<file path="config.mk">
export PLATFORM = sky130hd
export DESIGN_NAME = ccp_ctrl_port
export DESIGN_NICKNAME = d
export VERILOG_FILES = /design/src/pkg/ccp_pkg.sv /design/src/hw/ccp_edge_sync.sv /design/src/hw/ccp_ctrl_port.sv
export SDC_FILE = /design/constraint.sdc
export NUM_CORES = 1
export LEC_CHECK = 0
export BUFFER_PORTS_ARGS = -buffer_cell sky130_fd_sc_hd__buf_2
export CELL_PAD_IN_SITES_DETAIL_PLACEMENT = 0
export CELL_PAD_IN_SITES_GLOBAL_PLACEMENT = 1
export CORE_ASPECT_RATIO = 0.75
export CORE_MARGIN = 3
export CORE_UTILIZATION = 23
export CTS_BUF_LIST = sky130_fd_sc_hd__clkbuf_8
export CTS_CLUSTER_SIZE = 12
export DETAILED_ROUTE_END_ITERATION = 6
export PLACE_DENSITY_LB_ADDON = 0.25
export SETUP_SLACK_MARGIN = 0.4
export SKIP_CTS_REPAIR_TIMING = 1
export SYNTH_ARGS = -nofsm -noshare
export SYNTH_HDL_FRONTEND = slang
export SYNTH_SLANG_ARGS = --single-unit
</file>
<file path="constraint.sdc">
create_clock -name clk_in -period 2.5 [get_ports clk_in]
set_input_delay 0.125 -clock clk_in [delete_from_list [all_inputs] [get_ports clk_in]]
set_output_delay 0.125 -clock clk_in [all_outputs]
set_load 0.005 [all_outputs]
</file>
<file path="src/pkg/ccp_pkg.sv">
package ccp_pkg;
    // control styles
    localparam logic [1:0] STYLE_BUS = 2'h0;
    localparam logic [1:0] STYLE_I2C = 2'h1;
    localparam logic [1:0] STYLE_STRAP = 2'h2;
    // audio formats from strap pins
    localparam logic [1:0] FMT_I2S = 2'h0;
    localparam logic [1:0] FMT_LSB16 = 2'h1;
    localparam logic [1:0] FMT_LSB20 = 2'h2;
    localparam logic [1:0] FMT_LSB24 = 2'h3;
    // address byte fields
    localparam int TYPE_LSB = 0;
    localparam int TYPE_MSB = 1;
    localparam int DEVADR_LSB = 2;
    localparam int DEVADR_MSB = 7;
    localparam logic [4:0] DEVADR_FIXED = 5'h02;
    localparam logic [1:0] TYPE_WRITE = 2'h2;
    localparam logic [1:0] TYPE_READ = 2'h3;
    // byte sizes
    localparam int BYTE_BITS = 8;
    localparam logic [2:0] BIT_LAST = 3'h7;
    localparam logic [1:0] BYTE_LAST = 2'h3;
    // register address byte flag position
    localparam int RW_FLAG = 0;
    localparam int REG_ADR_BITS = 7;
endpackage

</file>
<file path="src/hw/ccp_edge_sync.sv">
`timescale 1ns/1ps
`default_nettype none
module ccp_edge_sync (
    // clock and reset
    input wire logic clk_in,
    input wire logic sys_rst_in,
    input wire logic clk_en_in,
    // pin
    input wire logic pin_in,
    // synced level and edges
    output logic level_out,
    output logic rise_out,
    output logic fall_out
);
    logic meta_ff;
    logic sync_ff;
    logic last_ff;

    // ----------------------------------------
    // two-stage synchroniser, then edge detect
    // ----------------------------------------
    always_ff @(posedge clk_in)
    begin
        if (sys_rst_in)
        begin
            // bus lines idle high, so no false edge after reset
            meta_ff <= 1'b1;
            sync_ff <= 1'b1;
            last_ff <= 1'b1;
        end
        else if (clk_en_in)
        begin
            meta_ff <= pin_in;
            sync_ff <= meta_ff;
            last_ff <= sync_ff;
        end
    end

    assign level_out = sync_ff;
    assign rise_out = clk_en_in & sync_ff & ~last_ff;
    assign fall_out = clk_en_in & ~sync_ff & last_ff;
endmodule // ccp_edge_sync
`default_nettype wire

</file>
<file path="src/hw/ccp_ctrl_port.sv">
`timescale 1ns/1ps
`default_nettype none
module ccp_ctrl_port (
    // clock and reset
    input wire logic clk_in,
    input wire logic sys_rst_in,
    input wire logic clk_en_in,
    // pins
    input wire logic style_pin_in,
    input wire logic ctl_clock_pin_in,
    input wire logic ctl_phase_pin_in,
    input wire logic ctl_data_pin_in,
    output logic ctl_data_pin_out,
    output logic ctl_data_pin_oe_out,
    input wire logic fast_silence_pin_in,
    input wire logic input_choice_pin_in,
    // strap results
    output logic [1:0] style_out,
    output logic clock_384_out,
    output logic [1:0] audio_format_out,
    output logic input_two_out,
    // register side
    output logic wr_valid_out,
    output logic [6:0] wr_addr_out,
    output logic [15:0] wr_data_out,
    output logic rd_req_out,
    output logic [6:0] rd_addr_out,
    input wire logic rd_addr_valid_in,
    input wire logic [15:0] rd_data_in
);
    typedef enum logic [3:0] {
        CCP_IDLE = 4'h1,
        CCP_WRITE = 4'h2,
        CCP_READ = 4'h4,
        CCP_DESEL = 4'h8
    } ccp_state_type;

    logic clk_lvl;
    logic clk_rise;
    logic clk_fall;
    logic phase_lvl;
    logic phase_rise;
    logic phase_fall;
    logic data_lvl;
    logic sel_ip_lvl;
    logic [3:0] pin_meta_ff;
    logic [3:0] pin_sync_ff;
    ccp_state_type state_ff;
    logic [2:0] bit_cnt_ff;
    logic [1:0] byte_cnt_ff;
    logic [7:0] shift_ff;
    logic [7:0] nxt_byte;
    logic byte_done;
    logic bus_mode;
    logic [6:0] reg_addr_ff;
    logic [7:0] high_data_byte_ff;
    logic [23:0] tx_ff;
    logic [1:0] transfer_type_bits;

    // ----------------------------------------
    // pin synchronisers
    // ----------------------------------------
    ccp_edge_sync u_clk_sync (
        .clk_in(clk_in),
        .sys_rst_in(sys_rst_in),
        .clk_en_in(clk_en_in),
        .pin_in(ctl_clock_pin_in),
        .level_out(clk_lvl),
        .rise_out(clk_rise),
        .fall_out(clk_fall)
    );

    ccp_edge_sync u_phase_sync (
        .clk_in(clk_in),
        .sys_rst_in(sys_rst_in),
        .clk_en_in(clk_en_in),
        .pin_in(ctl_phase_pin_in),
        .level_out(phase_lvl),
        .rise_out(phase_rise),
        .fall_out(phase_fall)
    );

    always_ff @(posedge clk_in)
    begin
        if (sys_rst_in)
        begin
            pin_meta_ff <= 4'h0;
            pin_sync_ff <= 4'h0;
        end
        else if (clk_en_in)
        begin
            pin_meta_ff <= {style_pin_in, ctl_data_pin_in, fast_silence_pin_in, input_choice_pin_in};
            pin_sync_ff <= pin_meta_ff;
        end
    end

    assign data_lvl = pin_sync_ff[2];
    assign sel_ip_lvl = pin_sync_ff[0];

    // ----------------------------------------
    // style and strap decode
    // ----------------------------------------
    always_ff @(posedge clk_in)
    begin
        if (sys_rst_in)
        begin
            style_out <= ccp_pkg::STYLE_BUS;
            clock_384_out <= 1'b0;
            audio_format_out <= ccp_pkg::FMT_I2S;
            input_two_out <= 1'b0;
        end
        else if (clk_en_in)
        begin
            if (!pin_sync_ff[3])
                style_out <= ccp_pkg::STYLE_BUS;
            else if (!phase_lvl)
                style_out <= ccp_pkg::STYLE_I2C;
            else
                style_out <= ccp_pkg::STYLE_STRAP;
            if (pin_sync_ff[3] && phase_lvl)
            begin
                clock_384_out <= clk_lvl;
                audio_format_out <= {data_lvl, pin_sync_ff[1]};
                input_two_out <= sel_ip_lvl;
            end
        end
    end

    assign bus_mode = ~pin_sync_ff[3];

    // ----------------------------------------
    // bit and byte counting, LSB first
    // ----------------------------------------
    assign nxt_byte = {data_lvl, shift_ff[7:1]};
    assign byte_done = bus_mode & clk_rise & (bit_cnt_ff == ccp_pkg::BIT_LAST);

    always_ff @(posedge clk_in)
    begin
        if (sys_rst_in)
        begin
            bit_cnt_ff <= 3'h0;
            byte_cnt_ff <= 2'h0;
            shift_ff <= 8'h00;
        end
        else if (clk_en_in)
        begin
            if (phase_rise || phase_fall || !bus_mode)
            begin
                bit_cnt_ff <= 3'h0;
                byte_cnt_ff <= 2'h0;
            end
            else if (clk_rise)
            begin
                shift_ff <= nxt_byte;
                bit_cnt_ff <= bit_cnt_ff + 3'h1;
                if (byte_done && byte_cnt_ff != ccp_pkg::BYTE_LAST)
                    byte_cnt_ff <= byte_cnt_ff + 2'h1;
            end
        end
    end

    assign transfer_type_bits = {nxt_byte[ccp_pkg::TYPE_MSB], nxt_byte[ccp_pkg::TYPE_LSB]};

    // ----------------------------------------
    // transfer state machine
    // ----------------------------------------
    always_ff @(posedge clk_in)
    begin
        if (sys_rst_in)
        begin
            state_ff <= CCP_IDLE;
            reg_addr_ff <= 7'h00;
            rd_addr_out <= 7'h00;
            high_data_byte_ff <= 8'h00;
            wr_valid_out <= 1'b0;
            wr_addr_out <= 7'h00;
            wr_data_out <= 16'h0000;
            rd_req_out <= 1'b0;
        end
        else if (clk_en_in)
        begin
            wr_valid_out <= 1'b0;
            rd_req_out <= 1'b0;
            if (byte_done && !phase_lvl)
            begin
                if (nxt_byte[ccp_pkg::DEVADR_MSB:ccp_pkg::DEVADR_LSB + 1] != ccp_pkg::DEVADR_FIXED
                    || nxt_byte[ccp_pkg::DEVADR_LSB] != sel_ip_lvl)
                    state_ff <= CCP_DESEL;
                else if (transfer_type_bits == ccp_pkg::TYPE_WRITE)
                    state_ff <= CCP_WRITE;
                else if (transfer_type_bits == ccp_pkg::TYPE_READ)
                begin
                    state_ff <= CCP_READ;
                    rd_req_out <= 1'b1;
                end
                else
                    state_ff <= CCP_DESEL;
            end
            else if (byte_done)
            begin
                case (state_ff)
                    CCP_WRITE:
                    begin
                        case (byte_cnt_ff)
                            2'h0:
                            begin
                                reg_addr_ff <= {nxt_byte[1], nxt_byte[2], nxt_byte[3], nxt_byte[4],
                                                nxt_byte[5], nxt_byte[6], nxt_byte[7]};
                                if (nxt_byte[ccp_pkg::RW_FLAG])
                                begin
                                    rd_addr_out <= {nxt_byte[1], nxt_byte[2], nxt_byte[3], nxt_byte[4],
                                                    nxt_byte[5], nxt_byte[6], nxt_byte[7]};
                                    state_ff <= CCP_IDLE;
                                end
                            end
                            2'h1: high_data_byte_ff <= {nxt_byte[0], nxt_byte[1], nxt_byte[2], nxt_byte[3],
                                                         nxt_byte[4], nxt_byte[5], nxt_byte[6], nxt_byte[7]};
                            2'h2:
                            begin
                                wr_valid_out <= 1'b1;
                                wr_addr_out <= reg_addr_ff;
                                wr_data_out <= {high_data_byte_ff, nxt_byte[0], nxt_byte[1], nxt_byte[2],
                                                nxt_byte[3], nxt_byte[4], nxt_byte[5], nxt_byte[6], nxt_byte[7]};
                                state_ff <= CCP_IDLE;
                            end
                            default: state_ff <= CCP_IDLE;
                        endcase
                    end
                    CCP_READ:
                        if (byte_cnt_ff == 2'h2)
                            state_ff <= CCP_IDLE;
                    CCP_DESEL: state_ff <= CCP_DESEL;
                    default: state_ff <= CCP_IDLE;
                endcase
            end
        end
    end

    // ----------------------------------------
    // read return shifter, launched on falling edge
    // ----------------------------------------
    always_ff @(posedge clk_in)
    begin
        if (sys_rst_in)
        begin
            tx_ff <= 24'h000000;
            ctl_data_pin_out <= 1'b0;
            ctl_data_pin_oe_out <= 1'b0;
        end
        else if (clk_en_in)
        begin
            if (rd_req_out)
                // flag then A6..A0, then data MSB first per byte
                tx_ff <= {rd_data_in[0], rd_data_in[1], rd_data_in[2], rd_data_in[3],
                          rd_data_in[4], rd_data_in[5], rd_data_in[6], rd_data_in[7],
                          rd_data_in[8], rd_data_in[9], rd_data_in[10], rd_data_in[11],
                          rd_data_in[12], rd_data_in[13], rd_data_in[14], rd_data_in[15],
                          rd_addr_out[0], rd_addr_out[1], rd_addr_out[2], rd_addr_out[3],
                          rd_addr_out[4], rd_addr_out[5], rd_addr_out[6], ~rd_addr_valid_in};
            if (state_ff == CCP_READ && phase_lvl && bus_mode)
            begin
                if (clk_fall)
                begin
                    ctl_data_pin_oe_out <= 1'b1;
                    ctl_data_pin_out <= tx_ff[0];
                    tx_ff <= {1'b0, tx_ff[23:1]};
                end
            end
            else
                ctl_data_pin_oe_out <= 1'b0;
        end
    end
endmodule // ccp_ctrl_port
`default_nettype wire

</file>
==> results.md <==
* Status: finished with violations
* Violated checks: hold timing
* Worst-path fanout max at 14
* EDFF count, synth at 0
* Switching part of the total at a little under a quarter
* Die Span Y at about 120 um
* Yosys cell types at 47
* Ant. Diodes at 0
* Final wirelength at ~11 mm
* Share of layout cells above drive strength 1 at around 20%
* Die Span X at 164 um
* Hold WS at -0.00338 ns
* #FFs+latches synth at around 110
* Synth Flop Type: dfxtp_1
* Syn nets at 513
* Initial antenna violation count at 0
* Final Cycle Share at approximately four fifths
* Final GP Congestion at 0.728
* Pin count of the biggest net entering global routing at 46
* Yosys top cell area share at between 50 and 60%
* Inserted Clock Buffers at 9
* Share of synthesized registers carrying an async set or reset at 0%
* Max stage delay on crit path at 0.59 ns
* Routed Antenna Nets at 0
* Highest ir drop seen on vdd at about 220 uV
* WP data arrival at 2.23 ns
* Per-cell routed wire length at roughly 14 um
* Pre-antenna DRT Iters at 6
* Die footprint at 20,400 um2
* Final instance area at about 5200 um2
* Port Buffers at 65
* Clock buffer depth at 2
* DRC at 0
* Placed cell area at between 4000 and 5000 um2
* Internal cell power at 2370 uW
* RSZ-0062 raised after global routing: no
* Max Cap Viol at 0
* All-Layer GR Usage at a little over a tenth
* DR vias/cell at 4.50
* Syn Inst Count at between 400 and 500
* Initial core utilization at a little under a quarter
* First-pass GRT wire length at about 18 mm
* Rows at between 40 and 50
* Final #Nets at 576
* DR vias at between 3,000 and 4,000
* Most frequent cell after synthesis: dfxtp_1
* RR Startpoint: state_ff[3]
* CTS tree: done
* Power Density at between 500 and 600 nW/um2
* Worst slack, placed at about 0.28 ns
* Crit-path slowest cell: or4b_4
* Max-slew violation count at 0
* Fmax at roughly 510 MHz
* GRT Residual Overflow at 0
* Leakage at 0.00209 uW
* Htree depth at 3
* Slew @ Worst Pin at between 0.5 and 0.6 ns
* Yosys warning count at 0
* Clock Pin Slew Worst Setup and Hold Paths at around 0.11 ns
* Ports at 66
* Min cycle time layout at between 1.5 and 2 ns
* Area added between synthesis and finish at 21.5%
* Rel. slew slack at between 60% and 70%
* Vias in the first global route at approximately 3,400
* CP Capture Type: flip-flop
* CP required at between 2 and 3 ns
* Final Hold Fails at 2
* Syn Std Cell Area at 4290 um2
* Crit path kind: flip-flop to flip-flop
* CTS sink count at 109
* Critical-path cell list: or4b_4 -> nor4_4 -> buf_6 -> nor2_2 -> a222oi_1 -> nor2_1
* Final worst slack at approximately 0.55 ns
* Type of origin of the critical path: flip-flop
* Start point of the worst hold path: rd_data_in[7]
* CORE AREA at 18,000 um2
* Mean Syn Cell Area at approximately 8.9 um2
* Cell taking the most area after synthesis: dfxtp_1
* Top cells by count, synth: dfxtp_1, nand2_1, nor2_1
* CP startpoint: state_ff[3]
* Setup-failing EPs final at 0
* DR iter-0 viols at between 200 and 250
* Clock root buffer master: clkbuf_8
* WP buf/inv at 1
* Post-route setup TNS at 0 ns
* Sequential Power Share at between 50% and 60%
* Comb pwr share at about 4.0%
* Hold Crit Class: primary input to flip-flop
* DP HPWL at 7.55 mm
* Clock skew at 0.0147 ns
* Sw Pwr at just over 700 uW
* Worst-skew pair later-pin latency at 0.39 ns
* Synth top area cells: dfxtp_1, mux2i_1, nand2_1
* Fraction of the yosys area taken by sequential cells at between 50 and 60%
* Clk pwr share at roughly 39%
* Critical path's top delay family: simple AND/OR/NAND/NOR gates
layout by cell type, fill, tap and decap left out, types with 2 or more instances in the layout:
cell,count
nand2_1,83
mux2_2,2
nor2_2,2
dfxtp_1,108
nor3_1,3
a21oi_1,47
nor3b_1,3
a22oi_1,2
or3_1,2
inv_1,8
buf_4,9
a222oi_1,14
o21ai_0,2
a2bb2oi_1,2
a311oi_1,6
a21o_1,2
nor2b_1,2
nor2_1,58
mux2i_1,32
clkinv_4,4
a311oi_2,2
nand2b_1,8
clkbuf_8,9
dlygate4sd3_1,12
buf_2,65
bufinv_16,2
nand3_1,27
ha_1,6
power by group through the flow:
stage	Combinational [uW]	Sequential [uW]	Clock, uW
after CTS	111	1760	1250
final	124	1760	1200
after floorplan	71.5	1790	0
after global placement	109	1800	0
after global routing	138	1760	1320
after detailed placement	110	1800	0
worst reg2reg max path, stage by stage, from the launching register on:
cell      delay, ns
dfxtp_1        0.36
or4b_4         0.59
nor4_4         0.21
buf_6          0.18
nor2_2         0.12
a222oi_1       0.33
nor2_1         0.06
kinds of logic (layout without fill, tap and decap cells):
kind of cell	after synthesis	in the layout	synth area share, %
AOI/OAI and AO/OA	85	85	13.2
DFF	109	109	50.8
and+or+nand+nor	202	202	21.0
xor gates and xnor gates	2	2	0.408
buffers and inverters	43	111	4.75
muxes	34	34	7.99
adders and majority gates	6	6	1.75
registers in the layout, summed over array words and instances (netlist names), 2 cells and up:
register / count
byte_cnt_ff: 2
wr_addr_out: 7
tx_ff: 24
wr_data_out: 16
audio_format_out: 2
shift_ff: 7
rd_addr_out: 7
reg_addr_ff: 7
state_ff: 4
high_data_byte_ff: 8
pin_meta_ff: 4
style_out: 2
bit_cnt_ff: 3
pin_sync_ff: 4
through the flow:
step                util, %  std cells  total power [uW]
floorplan                 -        481              1870
global placement       26.9        763              1910
detailed placement     26.9        763              1910
CTS                    28.1        779              3120
global route           29.0        791              3220
finish                 29.0        791              3080
worst paths after layout:
check	to	slack (ns)	depth (start not counted)
worst max-delay path	tx_ff[18]	0.55	6
worst min-delay path	tx_ff[16]	-0.003	3
worst max register to register	tx_ff[18]	0.55	6
worst min register to register	wr_addr_out[1]	0.46	2
cell type report:
class                      count  area (um2)
clock buffer                   9         124
clock inverter                 7         100
fill                        1940       12800
inverter                       8        30.0
multi-input combinational    329        1950
sequential                   109        2180
tap                          242         303
timing repair buffer          87         524
metal layers:
layer  share of wire [%]  GRT usage, %  up-vias
met3                 6.3          4.32        9
met4                0.96          2.69        0
met5                   0             0        -
li1                    -             -     1778
met2                  42          16.1       81
met1                  51          15.0     1692
(Power assumes the default switching activity.)
